**config.mk**
```make
export PLATFORM = sky130hd
export DESIGN_NAME = mcb_config_bank
export DESIGN_NICKNAME = d
export VERILOG_FILES = /design/src/verilog/mcb_pkg.sv /design/src/verilog/mcb_config_bank.sv
export SDC_FILE = /design/constraint.sdc
export NUM_CORES = 1
export LEC_CHECK = 0
export BUFFER_PORTS_ARGS = -buffer_cell sky130_fd_sc_hd__buf_2
export CORE_MARGIN = 2
export CORE_UTILIZATION = 30
export DETAILED_ROUTE_END_ITERATION = 10
export PLACE_DENSITY = 0.5
export SETUP_SLACK_MARGIN = 0.1
export SYNTH_ARGS = -nofsm -noshare
export SYNTH_HDL_FRONTEND = slang
export SYNTH_SLANG_ARGS = --single-unit
```
**constraint.sdc**
```tcl
create_clock -name sys_clk -period 3.8 [get_ports sys_clk]
set_input_delay 0.19 -clock sys_clk [delete_from_list [all_inputs] [get_ports sys_clk]]
set_output_delay 0.19 -clock sys_clk [all_outputs]
set_load 0.01 [all_outputs]
```
**src/verilog/mcb_pkg.sv**
```systemverilog
// Package: register map, field layout, timing and carrier types of the metering config bank
package mcb_pkg;
	localparam int ADDR_W = 8;
	localparam int DATA_W = 24;
	localparam int PD_W   = 11;

	// Register offsets
	localparam logic [7:0] OFS_CHAN_PD = 8'h93;
	localparam logic [7:0] OFS_OPERATING_CONFIG_ONE   = 8'h96;
	localparam logic [7:0] OFS_OPERATING_CONFIG_TWO   = 8'h97;
	localparam logic [7:0] OFS_OPERATING_CONFIG_THREE   = 8'h98;
	localparam logic [7:0] OFS_STATUS  = 8'h99;

	// Reset values
	localparam logic [10:0] CHAN_PD_RST = 11'h000;
	localparam logic [23:0] MODE_RST    = 24'h000000;

	// Implemented bits of the mode registers; the rest read as zero
	localparam logic [23:0] OPERATING_CONFIG_ONE_MASK = 24'hc00000;
	localparam logic [23:0] OPERATING_CONFIG_TWO_MASK = 24'hcfc3fc;
	localparam logic [23:0] OPERATING_CONFIG_THREE_MASK = 24'h03bff0;

	// Channel power-down positions
	localparam int PD_VC = 10;
	localparam int PD_VB = 9;
	localparam int PD_VA = 8;
	localparam int PD_IN = 5;
	localparam int PD_IA = 4;
	localparam int PD_IB = 3;
	localparam int PD_IC = 2;

	// Mode 1 fields
	localparam int M1_FAST_HPF  = 22;
	localparam int M1_WAVE_FAST = 23;

	// Mode 2 fields (low bit of each two-bit source field)
	localparam int M2_SRC_IC   = 2;
	localparam int M2_SRC_IB   = 4;
	localparam int M2_SRC_IA   = 6;
	localparam int M2_SRC_IN   = 8;
	localparam int M2_SRC_VA   = 14;
	localparam int M2_SRC_VB   = 16;
	localparam int M2_SRC_VC   = 18;
	localparam int M2_LONG_REF = 22;
	localparam int M2_MAINS_60 = 23;

	// Mode 3 fields
	localparam int M3_ISUM_SEL  = 4;
	localparam int M3_PERIOD_LO = 5;
	localparam int M3_VA_ALG    = 7;
	localparam int M3_PWR_ALG   = 8;
	localparam int M3_GATE      = 9;
	localparam int M3_SRC_LO    = 10;
	localparam int M3_NRG_ALG   = 15;
	localparam int M3_VAR_FULL  = 16;
	localparam int M3_WATT_FUND = 17;

	// Refresh timing
	localparam int CLK_HZ         = 250_000_000;
	localparam int REFRESH_MS_S   = 500;
	localparam int REFRESH_MS_L   = 1000;
	localparam int REFRESH_CYC_S  = REFRESH_MS_S * (CLK_HZ / 1000);
	localparam int REFRESH_CYC_L  = REFRESH_MS_L * (CLK_HZ / 1000);
	localparam int REFRESH_CNT_W  = 28;

	typedef struct packed {
		logic [7:0]  addr;
		logic [23:0] wdata;
		logic        wr;
		logic        rd;
	} mcb_bus_req_t;

	typedef enum logic [1:0] {MCB_RMS_HPF, MCB_RMS_FUND, MCB_RMS_SINC} mcb_rms_path_t;
	typedef enum logic [1:0] {MCB_PH_A, MCB_PH_B, MCB_PH_C} mcb_phase_t;
	typedef enum logic [2:0] {
		MCB_PS_OFF, MCB_PS_PH_ACT_REACT, MCB_PS_SUM_ACT_REACT, MCB_PS_PH_POS_QUAD,
		MCB_PS_SUM_POS_Q4, MCB_PS_PH_NEG_APP, MCB_PS_SUM_NEG_APP, MCB_PS_APPARENT
	} mcb_pulse_kind_t;

	typedef struct packed {
		logic va, vb, vc, ia, ib, ic, in;
	} mcb_chan_pd_t;

	typedef struct packed {
		mcb_rms_path_t ia, ib, ic, in, va, vb, vc;
	} mcb_rms_src_t;

	typedef struct packed {
		logic       fast_hpf;
		logic       wave_fast;
		logic       long_refresh;
		logic       mains_60;
		logic       isum_vs_sum;
		mcb_phase_t period_phase;
		logic       va_vector;
		logic       power_algebraic;
	} mcb_calc_cfg_t;

	typedef struct packed {
		logic            gate;
		mcb_pulse_kind_t kind;
		mcb_phase_t      phase;
		logic            energy_algebraic;
		logic            react_full;
		logic            act_fund;
	} mcb_pulse_cfg_t;
endpackage : mcb_pkg

```
**src/verilog/mcb_config_bank.sv**
```systemverilog
// Configuration register bank of the three-phase metering core
//
// Our own choice: strobed register access.
`timescale 1ns/100ps

// Summary of operation
// - A channel bit of 1 powers that analog channel down; 0 keeps it active.
// - Power-down register is 11 bits: 10..8 voltage C,B,A; 5..2 current N,A,B,C.
// - Mode one bit 22: fast RMS through high-pass when 1, bypass when 0.
// - Mode one bit 23: waveform from normal RMS channel at 0, fast at 1.
// - Each RMS source field: 00 high-pass, 01 fundamental, 11 sinc; resets 00.
// - Source fields: IC 3:2, IB 5:4, IA 7:6, IN 9:8, VA 15:14, VB 17:16, VC 19:18.
// - Mode two bit 22 sets RMS refresh period: 1 gives 1000ms, 0 gives 500ms.
// - Mode two bit 23 sets mains frequency: 1 is 60Hz, 0 is 50Hz.
// - Mode three bit 4: sum threshold against neutral RMS at 0, summed waveform at 1.
// - Mode three bits 6:5 pick period phase: 00 A, 01 B, 10 C, 11 A.
// - Mode three bit 7: apparent power as RMS product at 0, vector magnitude at 1.
// - Mode three bit 8: combined power totals absolute at 0, signed at 1.
// - Mode three bit 9 holds both pulse outputs off at 0, allows them at 1.
// - Pulse source 0000/1111 off; 0001-0011 phase energy; 0100/1101 combined energy.
// - Codes 0101-1100 select positive/negative phase or combined sources; 1110 apparent.
// - Mode three bit 15: energy added absolute at 0, algebraic at 1.
// - Mode three bit 16: reactive energy fundamental at 0, full wave at 1.
// - Mode three bit 17: active power full wave at 0, fundamental at 1.
module mcb_config_bank
	import mcb_pkg::*;
#(
	parameter int unsigned REFRESH_CYC_SHORT = REFRESH_CYC_S,
	parameter int unsigned REFRESH_CYC_LONG  = REFRESH_CYC_L
) (
	// Clock and reset
	input  wire logic           sys_clk,
	input  wire logic           rst,
	// Register port
	input  wire mcb_bus_req_t   bus_req,
	output logic [DATA_W-1:0]   rd_data,
	// Analog front end
	output mcb_chan_pd_t        chan_pd,
	// Metering datapath configuration
	output mcb_rms_src_t        rms_src,
	output mcb_calc_cfg_t       calc_cfg,
	output mcb_pulse_cfg_t      pulse_cfg,
	output logic                rms_refresh_tick,
	// Energy pulses
	input  wire logic           energy_raw_first,
	input  wire logic           energy_raw_second,
	output logic                energy_pulse_first,
	output logic                energy_pulse_second
);

	// Decodes a two-bit RMS source field; 10 is undefined and falls back to high-pass
	function automatic mcb_rms_path_t mcb_rms_path(input logic [1:0] code);
		mcb_rms_path_t path;
		path = MCB_RMS_HPF;
		case (code)
			2'h1: path = MCB_RMS_FUND;
			2'h3: path = MCB_RMS_SINC;
			default: path = MCB_RMS_HPF;
		endcase
		return path;
	endfunction : mcb_rms_path

	// Storage
	logic [PD_W-1:0]          chan_pd_reg;
	logic [DATA_W-1:0]        operating_config_one;
	logic [DATA_W-1:0]        operating_config_two;
	logic [DATA_W-1:0]        operating_config_three;
	logic [REFRESH_CNT_W-1:0] refresh_cnt;
	logic [7:0]               refresh_ticks;

	// Address decode
	wire                      hit_pd;
	wire                      hit_m1;
	wire                      hit_m2;
	wire                      hit_m3;
	wire                      hit_st;
	wire                      wr_pd;
	wire                      wr_m1;
	wire                      wr_m2;
	wire                      wr_m3;

	assign hit_pd = (bus_req.addr == OFS_CHAN_PD);
	assign hit_m1 = (bus_req.addr == OFS_OPERATING_CONFIG_ONE);
	assign hit_m2 = (bus_req.addr == OFS_OPERATING_CONFIG_TWO);
	assign hit_m3 = (bus_req.addr == OFS_OPERATING_CONFIG_THREE);
	assign hit_st = (bus_req.addr == OFS_STATUS);
	assign wr_pd  = bus_req.wr & hit_pd;
	assign wr_m1  = bus_req.wr & hit_m1;
	assign wr_m2  = bus_req.wr & hit_m2;
	assign wr_m3  = bus_req.wr & hit_m3;

	// Register writes; mode registers keep only their implemented bits
	always_ff @(posedge sys_clk or posedge rst) begin
		if (rst) begin
			chan_pd_reg <= CHAN_PD_RST;
			operating_config_one       <= MODE_RST;
			operating_config_two       <= MODE_RST;
			operating_config_three       <= MODE_RST;
		end else begin
			if (wr_pd)
				chan_pd_reg <= bus_req.wdata[PD_W-1:0];
			if (wr_m1)
				operating_config_one <= bus_req.wdata & OPERATING_CONFIG_ONE_MASK;
			if (wr_m2)
				operating_config_two <= bus_req.wdata & OPERATING_CONFIG_TWO_MASK;
			if (wr_m3)
				operating_config_three <= bus_req.wdata & OPERATING_CONFIG_THREE_MASK;
		end
	end

	// Channel power-down controls
	assign chan_pd.va = chan_pd_reg[PD_VA];
	assign chan_pd.vb = chan_pd_reg[PD_VB];
	assign chan_pd.vc = chan_pd_reg[PD_VC];
	assign chan_pd.ia = chan_pd_reg[PD_IA];
	assign chan_pd.ib = chan_pd_reg[PD_IB];
	assign chan_pd.ic = chan_pd_reg[PD_IC];
	assign chan_pd.in = chan_pd_reg[PD_IN];

	// RMS input path per channel
	assign rms_src.ic = mcb_rms_path(operating_config_two[M2_SRC_IC +: 2]);
	assign rms_src.ib = mcb_rms_path(operating_config_two[M2_SRC_IB +: 2]);
	assign rms_src.ia = mcb_rms_path(operating_config_two[M2_SRC_IA +: 2]);
	assign rms_src.in = mcb_rms_path(operating_config_two[M2_SRC_IN +: 2]);
	assign rms_src.va = mcb_rms_path(operating_config_two[M2_SRC_VA +: 2]);
	assign rms_src.vb = mcb_rms_path(operating_config_two[M2_SRC_VB +: 2]);
	assign rms_src.vc = mcb_rms_path(operating_config_two[M2_SRC_VC +: 2]);

	// Period phase: code 11 folds back onto phase A
	wire [1:0]   period_code;
	mcb_phase_t  period_phase;

	assign period_code  = operating_config_three[M3_PERIOD_LO +: 2];
	assign period_phase = (period_code == 2'h1) ? MCB_PH_B :
	                      (period_code == 2'h2) ? MCB_PH_C : MCB_PH_A;

	// Computation options
	assign calc_cfg.fast_hpf        = operating_config_one[M1_FAST_HPF];
	assign calc_cfg.wave_fast       = operating_config_one[M1_WAVE_FAST];
	assign calc_cfg.long_refresh    = operating_config_two[M2_LONG_REF];
	assign calc_cfg.mains_60        = operating_config_two[M2_MAINS_60];
	assign calc_cfg.isum_vs_sum     = operating_config_three[M3_ISUM_SEL];
	assign calc_cfg.period_phase    = period_phase;
	assign calc_cfg.va_vector       = operating_config_three[M3_VA_ALG];
	assign calc_cfg.power_algebraic = operating_config_three[M3_PWR_ALG];

	// Pulse source decode
	wire [3:0]        pulse_code;
	mcb_pulse_kind_t  pulse_kind;
	mcb_phase_t       pulse_phase;

	assign pulse_code = operating_config_three[M3_SRC_LO +: 4];

	always_comb begin
		pulse_kind  = MCB_PS_OFF;
		pulse_phase = MCB_PH_A;
		case (pulse_code)
			4'h1, 4'h2, 4'h3: begin
				pulse_kind  = MCB_PS_PH_ACT_REACT;
				pulse_phase = mcb_phase_t'(pulse_code[1:0] - 2'h1);
			end
			4'h4, 4'hd: begin
				pulse_kind  = MCB_PS_SUM_ACT_REACT;
			end
			4'h5, 4'h6, 4'h7: begin
				pulse_kind  = MCB_PS_PH_POS_QUAD;
				pulse_phase = mcb_phase_t'(pulse_code[1:0] - 2'h1);
			end
			4'h8: begin
				pulse_kind  = MCB_PS_SUM_POS_Q4;
			end
			4'h9, 4'ha, 4'hb: begin
				pulse_kind  = MCB_PS_PH_NEG_APP;
				pulse_phase = mcb_phase_t'(pulse_code[1:0] - 2'h1);
			end
			4'hc: begin
				pulse_kind  = MCB_PS_SUM_NEG_APP;
			end
			4'he: begin
				pulse_kind  = MCB_PS_APPARENT;
			end
			default: begin
				pulse_kind  = MCB_PS_OFF;
				pulse_phase = MCB_PH_A;
			end
		endcase
	end

	assign pulse_cfg.gate             = operating_config_three[M3_GATE];
	assign pulse_cfg.kind             = pulse_kind;
	assign pulse_cfg.phase            = pulse_phase;
	assign pulse_cfg.energy_algebraic = operating_config_three[M3_NRG_ALG];
	assign pulse_cfg.react_full       = operating_config_three[M3_VAR_FULL];
	assign pulse_cfg.act_fund         = operating_config_three[M3_WATT_FUND];

	// Pulse outputs: apparent-only source drives the second output alone
	wire first_live;
	wire second_live;
	wire next_pulse_first;
	wire next_pulse_second;

	assign first_live  = operating_config_three[M3_GATE] & (pulse_kind != MCB_PS_OFF) &
	                     (pulse_kind != MCB_PS_APPARENT);
	assign second_live = operating_config_three[M3_GATE] & (pulse_kind != MCB_PS_OFF);
	assign next_pulse_first  = first_live & energy_raw_first;
	assign next_pulse_second = second_live & energy_raw_second;

	always_ff @(posedge sys_clk or posedge rst) begin
		if (rst) begin
			energy_pulse_first  <= 1'b0;
			energy_pulse_second <= 1'b0;
		end else begin
			energy_pulse_first  <= next_pulse_first;
			energy_pulse_second <= next_pulse_second;
		end
	end

	// RMS refresh timer
	// Restarts when a write changes the period bit, so the first tick after a
	// change never comes from a half-used old interval.
	wire                      period_change;
	wire [REFRESH_CNT_W-1:0]  refresh_last;
	wire                      refresh_done;
	wire [REFRESH_CNT_W-1:0]  next_refresh_cnt;

	assign period_change = wr_m2 & (bus_req.wdata[M2_LONG_REF] != operating_config_two[M2_LONG_REF]);
	assign refresh_last  = operating_config_two[M2_LONG_REF] ?
	                       REFRESH_CNT_W'(REFRESH_CYC_LONG - 1) :
	                       REFRESH_CNT_W'(REFRESH_CYC_SHORT - 1);
	assign refresh_done  = (refresh_cnt >= refresh_last);
	assign next_refresh_cnt = (period_change | refresh_done) ? '0 :
	                          refresh_cnt + REFRESH_CNT_W'(1);

	always_ff @(posedge sys_clk or posedge rst) begin
		if (rst) begin
			refresh_cnt      <= '0;
			rms_refresh_tick <= 1'b0;
			refresh_ticks    <= 8'h00;
		end else begin
			refresh_cnt      <= next_refresh_cnt;
			rms_refresh_tick <= refresh_done & ~period_change;
			if (refresh_done & ~period_change)
				refresh_ticks <= refresh_ticks + 8'h01;
		end
	end

	// Read path: data stand only in the cycle after the read strobe
	wire [DATA_W-1:0] status_word;
	wire [DATA_W-1:0] rd_mux;
	wire [DATA_W-1:0] next_rd_data;

	assign status_word = {14'h0000, second_live, first_live, refresh_ticks};
	assign rd_mux = hit_pd ? {13'h0000, chan_pd_reg} :
	                hit_m1 ? operating_config_one :
	                hit_m2 ? operating_config_two :
	                hit_m3 ? operating_config_three :
	                hit_st ? status_word : 24'h000000;
	assign next_rd_data = bus_req.rd ? rd_mux : 24'h000000;

	always_ff @(posedge sys_clk or posedge rst) begin
		if (rst)
			rd_data <= 24'h000000;
		else
			rd_data <= next_rd_data;
	end

	// Reserved power-down bits are stored as written so the host setup
	// value (ones) reads back; they steer nothing here.
	wire unused_pd_reserved;

	assign unused_pd_reserved = ^{chan_pd_reg[7:6], chan_pd_reg[1:0]};

endmodule : mcb_config_bank

```
### Word-level counts from Yosys, hierarchy flattened

Index checks and enable logic that the tools add are counted.

* add/subtract/negate cells: 3
* magnitude comparators: 1
* muxes and demuxes: 19
* reductions and logical operators: 6
* bitwise gates (word level): 12
* equal/unequal tests: 37

Operator list (number)
* 24-bit 2-to-1 mux: 4
* 28-bit 2-to-1 mux: 2
* 8-bit equality test, second input constant: 5
* 28-bit by 1-bit adder with 28-bit output, second input constant: 1
* 4-bit equality test, second input constant: 7
* 28-bit greater-or-equal comparator: 1
* 2-bit case mux with 2 select lines: 7
* 3-bit case mux with 7 select lines: 1
* 18-bit 2-to-1 mux: 1
* 2-bit by 1-bit equality test with 1-bit output, second input constant: 8
* 2-bit equality test, second input constant: 8
* 4-bit by 3-bit equality test with 1-bit output, second input constant: 4
* 1-bit AND: 10
* 10-bit 2-to-1 mux: 1
* 3-bit OR reduction: 3
* 9-bit OR reduction: 1
* 8-bit by 1-bit adder with 8-bit output, second input constant: 1
* 4-bit by 2-bit equality test with 1-bit output, second input constant: 2
* 2-bit 2-to-1 mux: 3
* 4-bit by 1-bit equality test with 1-bit output, second input constant: 1
* 3-bit inequality test, second input constant: 1
* 3-bit nonzero test: 1
* 2-bit OR reduction: 1
* 2-bit by 1-bit subtractor with 2-bit output, second input constant: 1
* other kinds (3): 3

* output and inout port bits: 66
* bits in registers: 105
* bits of input ports: 38
* logic and storage cells: 88

### Longest topological paths before layout

Gate-level depths: netlist of the first run.

* depth in word-level cells: 12
* gate-level depth with buffers: 11
* depth with buffers taken out: 8

### Least setup slack after synthesis of the first run

Ideal clock, no wire load.

* kind: register -> register
* start point: register operating_config_two[22]
* end point: register refresh_cnt[11]
* clock period less this slack: 2650 ps
* stages on the path, launching flop included: 12
* slack: 1150 ps
* path buffers: 3
* library setup time: 70 ps
* data arrival time: 2580 ps
* cell sequence: dfrtp_1 inv_1 ha_1 a211o_1 a21oi_1 o21ai_0 or4_1 buf_2 a21o_1 buf_6 buf_12 nor2_4

* longest elaborated chain between the ends: 4
* elaborated cells on any way between the ends: 6
* classes of those cells: order compare: 1; eq/ne: 1; mux: 2; bitwise: 2

Ends and longest elaborated chain
* start: declaration: line mcb_config_bank.sv:66 `logic [DATA_W-1:0] operating_config_two;`
* start signal: assignment: line mcb_config_bank.sv:105 `operating_config_two <= bus_req.wdata & OPERATING_CONFIG_TWO_MASK;`
* 28-bit 2-to-1 mux / 1-bit inequality test (equally long branches): line mcb_config_bank.sv:227, mcb_config_bank.sv:226
* 28-bit greater-or-equal comparator / 1-bit AND (equally long branches): line mcb_config_bank.sv:230, mcb_config_bank.sv:226
* 1-bit OR *: line mcb_config_bank.sv:231 `assign next_refresh_cnt = (period_change | refresh_done) ? '0 :`
* 28-bit 2-to-1 mux *: line mcb_config_bank.sv:231
* named net next_refresh_cnt[11]: line mcb_config_bank.sv:224 `wire [REFRESH_CNT_W-1:0] next_refresh_cnt;`
* end signal: assignment: line mcb_config_bank.sv:240 `refresh_cnt <= next_refresh_cnt;`
* end: declaration: line mcb_config_bank.sv:68 `logic [REFRESH_CNT_W-1:0] refresh_cnt;`

Mark *: on every way through the listed nets, which the timed path passes. The rest lies on a longest branch.
A chain may end at the register's enable or synchronous reset.

### Worst setup path in the final report of the first run

* start point: register operating_config_two[22]
* end point: register refresh_cnt[5]

Same word-level chain as after synthesis.

==> out/results.ini, run 1 <==
[cts]
htree_levels = 3
clock-root-buffer = clkbuf_16
cts_resized = 0
clock_latency_ps = 350
cts.path.max_buffers = 2
numCtsBuffers = 9
cts.clk_slew.worst_paths_ps = 70
cts_tree = yes
clock_sinks = 103

[floorplanning]
dieHeight_um = 136
pin_count = 104
start_util_pct = 30.5
rows = 48
die_x_um = 136
core-area_um2 = 17200
dieArea_um2 = 18500

[layout]
reg.largest.list = refresh_cnt: 28 flops, rd_data: 22 flops, operating_config_two: 16 flops
top_register = refresh_cnt
nets = 605
antenna_cells = 0
largest_reg_flops = 28
area_growth_pct = 18.3
drive_above_1_share_pct = 35.1
final_core_util_pct = 36.1

[critical_path]
critPathKind = flop to flop
path_buf_inv = 1
start_kind = flop
crit_slowest_cell = or4_1
crit_path_end_kind = flop
critical_path_required_ps = 4070
crit_family = compound AO/OA/AOI/OAI gates
max_stage_delay_ps = 640
path_cells = inv_1, ha_1, a211o_1, a21oi_1, o21ai_0, or4_1, a21o_2, nor2_1
crit_arrival_ps = 3250
cp_max_fo = 28

[place]
dp_hpwl_um = 8740
gp_congestion = 0.794
portBuffers = 99

[drt]
firstDrtPassIters = 4
drtIter0Drc = 160
wirelength_um = 11900
wl_per_cell_um = 15.3
ant_nets = 0
vias_per_cell = 4.75
drc_errors = 0
num_vias = 3699

[sta]
slew_headroom_pct = 24.5
clock.fmax_mhz = 336
drv_slew = 0
final_hold_viol_count = 0
fin_worst_skew_ps = 14.4
tightest_slew_ps = 1130
setup_tns_ps = 0
rsz0062_at_grt = no
period_share_pct = 78.3
fin_crit_ps = 2970
setup_violations = 0

[grt]
grt_pass1_vias = 3770
overflow = 0
grt_pass1_wl_um = 19400
grt_usage_pct = 13.4
antenna_found_initial = 0
grt_max_degree = 45

[synthesis]
ys_seq_area_share_pct = 49.2
synth_flop_cell = dfrtp_1
synth_top_family_by_area = simple AND/OR/NAND/NOR gates
synth_edf_count = 0
postSynth.asyncResetShare_pct = 100
synth_compound_area_share_pct = 6.30
yosys_register_bits = 103
yosysWarnings = 0
synth_area_leaders = dfrtp_1 49%, mux2_2 9.2%, ha_1 4.5%, nor2_4 3.9%, xor2_1 3.3%
avgSynthCellArea_um2 = 11.4
synth_top_area_share_pct = 49.2
synth.area.mux_share_pct = 9.62
synth.distinct_cells = 51
synth_common_cells = 103 x dfrtp_1, 43 x mux2_2, 26 x nand2_1, 26 x nand3_1, 26 x nor2_1
yosysMostFrequentCell = dfrtp_1
synth_fa_ha_area_share_pct = 4.53
yosys.area_share.simple_pct = 19.3
synthXorXnorAreaFrac_pct = 5.85
yosysTopAreaCell = dfrtp_1
syn_area_um2 = 5240
syn_inst = 459

[job]
max_cap_viol_count = 0

[power]
cellPowerDensity_nw_per_um2 = 393
ir_drop_uv = 187
power.leakage_uw = 0.00311

[run_status]
status = complete, no violations

[min_path]
hp-class = input port to flop

==> cells in the final DEF (no fill, tap or decap), drive strengths merged, types with 2 or more instances in the layout <==
cell / count
nor4: 2
nand2: 26
mux2i: 2
and2: 13
dfrtp: 103
nor2b: 12
nand4b: 2
and3: 13
a21o: 2
clkbuf: 9
xor2: 20
nor3b: 2
o21ai: 4
a22oi: 16
xnor2: 15
nor3: 6
nand3: 26
inv: 15
o211ai: 2
and4: 3
o21a: 2
nor2: 46
buf: 107
a21boi: 7
ha: 19
o22ai: 2
conb: 2
bufinv: 2
nand4: 10
or4: 2
a221oi: 2
mux2: 43
a21oi: 4
==> per-stage QoR <==
step | setup slack, ps | power (µW) | instance area (µm²) | instances | hold WS [ps]
finish | 825 | 2440 | 6200 | 778 | 53.1
floorplan | 906 | 1370 | 5250 | 460 | 319
CTS | 777 | 2470 | 6200 | 778 | 38.4
global placement | 844 | 1440 | 5870 | 761 | 236
global route | 634 | 2560 | 6200 | 778 | 32.9
detailed placement | 787 | 1440 | 5870 | 761 | 238
==> logic make-up after synthesis <==
kind of cell / after synthesis
muxes: 45
adders and majority gates: 19
other: 1
and+or+nand+nor: 167
xor gates and xnor gates: 35
AOI/OAI and AO/OA: 46
DFF: 103
buffers and inverters: 43
==> per-layer routing <==
| metal | part of all wire, % | vias to the layer above | global-route usage [%] |
|---|---|---|---|
| met4 | 1.4 | 0 | 5.15 |
| li1 | - | 1770 | - |
| met3 | 4.5 | 12 | 2.54 |
| met5 | 0 | - | 0 |
| met2 | 48 | 80 | 22.2 |
| met1 | 46 | 1837 | 17.3 |
==> layout make-up <==
class	count	area, µm²
well taps	225	282
clock buffers	9	225
inverters	12	47.5
flip-flops and latches	103	2580
multi-input cells	314	2400
clock inverters	7	101
repair buffers	108	566
fillers	1770	11000
==> timing repair <==
| item | 4_1_cts | 5_1_grt |
|---|---|---|
| endpoints found under the setup margin | 0 | 0 |
| hold endpoints to repair | 32 | 0 |
| hold buffers | 1 | 0 |
| setup buffers | 0 | 0 |
==> power by group <==
| part | leakage [µW] | switching [µW] | internal (µW) |
|---|---|---|---|
| Clock | 0.000158 | 433 | 586 |
| Combinational | 0.00154 | 107 | 93.9 |
| Sequential | 0.00142 | 67.3 | 1150 |
| Total | 0.00311 | 607 | 1830 |
==> worst paths after layout <==
| path | depth (start not counted) | slack [ps] | end | startpoint |
|---|---|---|---|---|
| max | 8 | 830 | refresh_cnt[5] | operating_config_two[22] |
| min | 2 | 50 | energy_pulse_second | energy_raw_second |
| min reg2reg | 1 | 500 | refresh_cnt[0] | refresh_cnt[0] |
| min in group asynchronous | 3 | 390 | operating_config_three[4] | rst |
| max reg2reg | 8 | 830 | refresh_cnt[5] | operating_config_two[22] |
| max in group asynchronous | 4 | 2490 | refresh_cnt[17] | rst |
Note: power is estimated with default switching activity, not from simulation.
==> inputs of run 2 (changes only) <==
Settings changed: PLACE_DENSITY 0.5 to 0.51.
Clock period 3.8 ns to 2.4 ns, I/O delays scaled along.
==> run 2 against run 1 <==
Effect of this change:
- core utilization rose by 1.7 points
- global-route usage barely moved
- count of clock-buffer cells in the layout rose by 1
- clock power rose by 52%
- maximum frequency rose by 25%
- register-to-register slack got worse by 800 ps
- sequential share of layout area fell by 1.9 points
- largest power group unchanged
==> out/results.ini, run 2 (synthesis results as in run 1) <==
[cts]
cts.path.max_buffers = 2  ; unchanged
cts_tree = yes
clock_sinks = 103  ; unchanged
numCtsBuffers = 9  ; unchanged
clock_latency_ps = 350  ; about the same
cts.clk_slew.worst_paths_ps = 70  ; about the same
clock-root-buffer = clkbuf_16
htree_levels = 3  ; unchanged

[power]
swShare_pct = 25.6  ; +0.70 points
clkPwrFrac_pct = 40.3  ; -1.5 points
switchingPower_uw = 982  ; +62%
power.internal_uw = 2850  ; +56%
ir_drop_uv = 316  ; +69%
pwr-share-seq_pct = 50.4  ; +0.4 points
combPwrFrac_pct = 9.3  ; +1.1 points
power.leakage_uw = 0.00324  ; +4.0%
cellPowerDensity_nw_per_um2 = 590  ; +50%

[floorplanning]
rows = 48  ; unchanged
core-area_um2 = 17200  ; unchanged
start_util_pct = 30.5  ; unchanged
dieHeight_um = 136  ; unchanged
pin_count = 104  ; unchanged
die_x_um = 136  ; unchanged
dieArea_um2 = 18500  ; unchanged

[layout]
area_growth_pct = 24.0
largest_reg_flops = 28  ; unchanged
top_register = refresh_cnt
final_core_util_pct = 37.9  ; +1.7 points
drive_above_1_share_pct = 38.8  ; +3.7 points
reg.largest.list = refresh_cnt: 28 flops, rd_data: 22 flops, operating_config_two: 16 flops
layout_commonest_cell = dfrtp_1
nets = 630  ; +4.1%
final_cell_mix = 102 x dfrtp_1, 99 x buf_2, 43 x mux2_2
antenna_cells = 0  ; unchanged

[grt]
grt_usage_pct = 13.4  ; about the same
antenna_found_initial = 0  ; unchanged
grt_pass1_wl_um = 19300  ; -0.43%
grt_pass1_vias = 3756  ; -0.37%
grt_max_degree = 58  ; +29%
overflow = 0  ; unchanged

[sta]
tightest_slew_ps = 627  ; -506 ps
fin_worst_skew_ps = 9.86  ; -4.53 ps
clock.fmax_mhz = 422  ; +25%
slew_headroom_pct = 58.1  ; +34 points
setup_violations = 0  ; unchanged
final_hold_viol_count = 0  ; unchanged
rsz0062_at_grt = yes
fin_crit_ps = 2370  ; -604 ps
period_share_pct = 98.8  ; +20 points
hold_slack_ps = 11.3  ; -41.7 ps
drv_slew = 0  ; unchanged

[place]
gp_congestion = 0.837  ; +5.3%
dp_hpwl_um = 8860  ; +1.4%
portBuffers = 99  ; unchanged

[job]
max_cap_viol_count = 0  ; unchanged

[run_status]
status = complete, no violations

[drt]
wl_per_cell_um = 15.0  ; -2.3%
firstDrtPassIters = 4  ; unchanged
drtIter0Drc = 186  ; +16%
vias_per_cell = 4.69  ; -1.4%
ant_nets = 0  ; unchanged
drc_errors = 0  ; unchanged
wirelength_um = 12000  ; +0.86%
num_vias = 3765  ; +1.8%

[critical_path]
critical_path_required_ps = 2690  ; -1380 ps
start_kind = flop
crit_path_end_kind = flop
cp_max_fo = 10  ; -64%
crit_arrival_ps = 2660  ; -590 ps
critPathKind = flop to flop

[min_path]
hp-class = input port to flop

## run 2: layout make-up
cell class / count / area, µm²
Inverter: 12 / 51.3
Clock inverter: 6 / 76.3
Fill cell: 1760 / 10700
Sequential cell: 103 / 2580
Tap cell: 225 / 282
Clock buffer: 10 / 239
Timing Repair Buffer: 133 / 816
Multi-Input combinational cell: 314 / 2460
## run 2: through the flow
step | power (µW) | setup slack (ps) | setup TNS (ps) | std cells | area, µm²
floorplan | 2170 | -38.0 | -647 | 460 | 5270
global placement | 2280 | -15.2 | -280 | 779 | 6060
detailed placement | 2300 | -54.3 | -1070 | 779 | 6060
CTS | 3870 | 14.0 | 0 | 803 | 6490
global route | 4020 | -68.7 | -1250 | 803 | 6500
finish | 3840 | 29.1 | 0 | 803 | 6500
## run 2: path summary, 6_finish.rpt
| kind | from | cells after the start | slack (ps) | end |
|---|---|---|---|---|
| worst max-delay path | operating_config_two[22] | 9 | 30 | refresh_cnt[19] |
| worst min-delay path | bus_req[13] | 2 | 10 | operating_config_three[11] |
| worst max register to register | operating_config_two[22] | 9 | 30 | refresh_cnt[19] |
| worst min register to register | refresh_cnt[0] | 1 | 500 | refresh_cnt[0] |
| max in group asynchronous | rst | 4 | 1300 | operating_config_two[22] |
| min in group asynchronous | rst | 3 | 390 | rd_data[5] |
## run 2: power groups by stage
stage                     sequential (µW)  combinational (µW)  clock [µW]
final                                1930                 358        1550
after global routing                 1950                 404        1670
after CTS                            1930                 354        1590
after detailed placement             1960                 333           0
after global placement               1960                 323           0
after floorplan                      1940                 231           0
## run 2: repair_timing
item	CTS	global route
setup endpoints to repair	33	36
buffers inserted	0	0
hold buffers	8	0
gates cloned	0	0
gates resized for setup	10	4
endpoints found under the hold margin	31	0
## run 2: critical path: stages (launching register included)
cell and delay, ps:
dfrtp_2 490, inv_4 110, ha_4 210, a211o_1 270
a21oi_2 140, o21ai_1 70, or4_4 510, a21o_4 250
buf_12 160, nor2_4 100
## run 2: routing by layer
metal  GRT usage, %  up-vias  wire, µm
li1               -     1815         -
met1           17.5     1839      5590
met2           22.0      100      5600
met3           3.09       11       673
met4           4.05        0       162
met5              0        -         0
==> inputs of run 3 (changes only) <==
Settings changed: ABC_AREA set to 1, CELL_PAD_IN_SITES_DETAIL_PLACEMENT set to 0, CELL_PAD_IN_SITES_GLOBAL_PLACEMENT set to 2, CORE_UTILIZATION 30 to 29, PLACE_DENSITY 0.51 to 0.77.
==> run 3 against run 2 <==
Effect of this change:
- final cell count increased by 25%
- sequential cell count unchanged
- global-route usage increased by 1.8 points
- largest power group unchanged
- register-to-register slack improved by 250 ps
- sequential share of layout area about the same
- wire length increased by 22%
- worst hold slack got worse by 3.6 ps
- combinational power increased by 61%
==> out/results.ini, run 3 <==
[power]
ir_drop_uv = 363  ; +15%
cellPowerDensity_nw_per_um2 = 603  ; +2.2%
power.leakage_uw = 0.00342  ; +5.5%
power.total_uw = 3920  ; +2.3%

[cts]
cts.path.max_buffers = 2  ; unchanged
cts.clk_slew.worst_paths_ps = 80  ; about the same
numCtsBuffers = 9  ; unchanged
cts_tree = yes
clock_sinks = 103  ; unchanged
post_cts_buffers = 0  ; unchanged
clock-root-buffer = clkbuf_16
clock_latency_ps = 360  ; about the same
htree_levels = 3  ; unchanged

[place]
portBuffers = 99  ; unchanged
gp_congestion = 0.864  ; +3.2%
dp_hpwl_um = 11000  ; +24%
post-place-ws_ps = 241  ; +295 ps

[grt]
grtUsageMet1_pct = 19.9  ; +2.4 points
grt_use_met3_pct = 3.57  ; +0.47 points
grt_busiest_layer = met2
grt_pass1_wl_um = 23700  ; +23%
grt.met2_usage_pct = 25.4  ; +3.4 points
antenna_found_initial = 0  ; unchanged
grt_pass1_vias = 4640  ; +24%
grt_max_degree = 104  ; +79%
grt_usage_pct = 15.2  ; +1.8 points
overflow = 0  ; unchanged

[layout]
area_growth_pct = 20.2
top_register = refresh_cnt
reg.largest.list = refresh_cnt: 28 flops, rd_data: 22 flops, operating_config_two: 16 flops
nets = 823  ; +31%
antenna_cells = 0  ; unchanged
drive_above_1_share_pct = 18.7  ; -20 points
largest_reg_flops = 28  ; unchanged
layout_commonest_cell = nand2_1
fill_cells = 1910  ; +8.5%
final_cell_mix = 175 x nand2_1, 103 x dfrtp_1, 99 x buf_2

[drt]
num_vias = 4603  ; +22%
wl_per_cell_um = 14.7  ; -2.0%
firstDrtPassIters = 5  ; +1
drtIter0Drc = 254  ; +37%
drc_errors = 0  ; unchanged
wirelength_um = 14700  ; +22%
ant_nets = 0  ; unchanged
vias_per_cell = 4.60  ; -1.8%

[synthesis]
ys_seq_area_share_pct = 47.6  ; -1.5 points
synth.distinct_cells = 37  ; -27%
yosysMostFrequentCell = nand2_1
postSynth.asyncResetShare_pct = 100  ; unchanged
syn_area_um2 = 5410  ; +3.2%
syn_inst = 663  ; +44%
yosysWarnings = 0  ; unchanged
avgSynthCellArea_um2 = 8.16  ; -29%
synth_flop_cell = dfrtp_1
synth_common_cells = 175 x nand2_1, 103 x dfrtp_1, 80 x nor2_1
synth_area_leaders = dfrtp_1 48%, nand2_1 12%, nor2_1 5.6%, inv_1 5.4%, ha_1 4.4%
yosys_register_bits = 103  ; unchanged
synth_edf_count = 0  ; unchanged
synth_top_area_share_pct = 47.6  ; -1.5 points
yosysTopAreaCell = dfrtp_1

[job]
max_cap_viol_count = 0  ; unchanged

[sta]
setup_tns_ps = 0  ; unchanged
fin_worst_skew_ps = 8.28  ; -1.58 ps
period_share_pct = 88.4  ; -10 points
final_hold_viol_count = 0  ; unchanged
hold_slack_ps = 7.79  ; -3.56 ps
setup_violations = 0  ; unchanged
clock.fmax_mhz = 472  ; +12%
slew_headroom_pct = 47.7  ; -10 points
post-route-worst-setup-slack_ps = 280  ; +250 ps
rsz0062_at_grt = no
tightest_slew_ps = 783  ; +155 ps
drv_slew = 0  ; unchanged
fin_crit_ps = 2120  ; -250 ps

[critical_path]
crit_path_end_kind = flop
cp_max_fo = 9  ; -1
rr_endpoint = refresh_ticks[3]
critical_path_required_ps = 2650  ; -40 ps
critPathKind = flop to flop
crit_arrival_ps = 2370  ; -290 ps
start_kind = flop
worst_r2r_startpoint = operating_config_two[22]
r2r_slack_ps = 280  ; +250 ps
reg2regPathDepth = 12  ; +3

[floorplanning]
core-area_um2 = 18100  ; +5.7%
die_x_um = 141  ; +3.2%
dieHeight_um = 141  ; +3.2%
rows = 49  ; +2.1%
dieArea_um2 = 19800  ; +6.6%
pin_count = 104  ; unchanged
start_util_pct = 29.8  ; -0.71 points

[run_status]
status = complete, no violations

[min_path]
hp-class = input port to flop
hold_depth = 3  ; +1
holdPathEnd = operating_config_three[11]
min_from = bus_req[13]

run 3: cell types whose count changed after synthesis, sizes merged, moves of 16 or more:
cell / delta
nand2: +152
inv: +66
nor2: +36
mux2: -32
o21ai: +25
nor3: +19
a21oi: +16
a22oi: -16
run 3: worst max-delay path by stage:
stage | start | to | slack, ps
floorplan | operating_config_two[22] | refresh_cnt[23] | 350
global placement | operating_config_two[22] | refresh_ticks[7] | 300
detailed placement | operating_config_two[22] | refresh_ticks[5] | 240
CTS | operating_config_two[22] | refresh_ticks[3] | 220
global route | operating_config_two[22] | refresh_ticks[7] | 90
finish | operating_config_two[22] | refresh_ticks[3] | 280
run 3: final cells by class:
class	instances	area [µm²]	share of cell area [%]
multi-input combinational	453	2350	36.1
clock buffer	9	225	3.46
clock inverter	7	56.3	0.866
tap	229	287	4.41
sequential	103	2580	39.6
inverter	79	300	4.62
timing repair buffer	120	711	10.9
run 3: what timing repair did:
action,4_1_cts,5_1_grt
resized for setup,0,2
hold endpoints to repair,116,0
setup endpoints to repair,0,9
hold buffers,13,0
run 3: critical path, stage by stage (launching register included):
cell,delay (ps)
dfrtp_1,350
inv_1,130
buf_4,180
ha_1,290
nand2_1,50
nor2_1,140
o21ai_0,110
nand3_1,110
nand3_1,190
nand2_4,180
nand2_2,140
nand2_1,100
nand2_1,60
run 3: layer usage:
| metal | wire length [µm] | up-vias |
|---|---|---|
| met5 | 0 | - |
| met4 | 224 | 0 |
| met3 | 642 | 17 |
| met2 | 6950 | 102 |
| met1 | 6860 | 2188 |
| li1 | - | 2296 |
run 3: logic make-up (layout without fill, tap and decap cells):
group / after synthesis / in the layout / synth area share [%]
AOI/OAI and AO/OA: 59 / 59 / 6.18
xor gates and xnor gates: 24 / 24 / 3.89
adders and majority gates: 19 / 19 / 4.39
buffers and inverters: 108 / 215 / 9.20
DFF: 103 / 103 / 47.6
muxes: 11 / 11 / 2.29
other: 1 / 2 / 0.0693
and+or+nand+nor: 338 / 338 / 26.3
run 3: where the power goes:
part	internal, µW	switching [µW]
combinational	214	363
sequential	1830	86.9
clock	715	709
total	2760	1160
run 3: metrics by stage:
step	instance area (µm²)	instances	utilization (%)
6_report	6500	1000	35.8
3_5_place_dp	6080	971	33.5
2_1_floorplan	5420	664	-
5_1_grt	6500	1000	35.8
4_1_cts	6490	1000	35.8
3_3_place_gp	6080	971	33.5
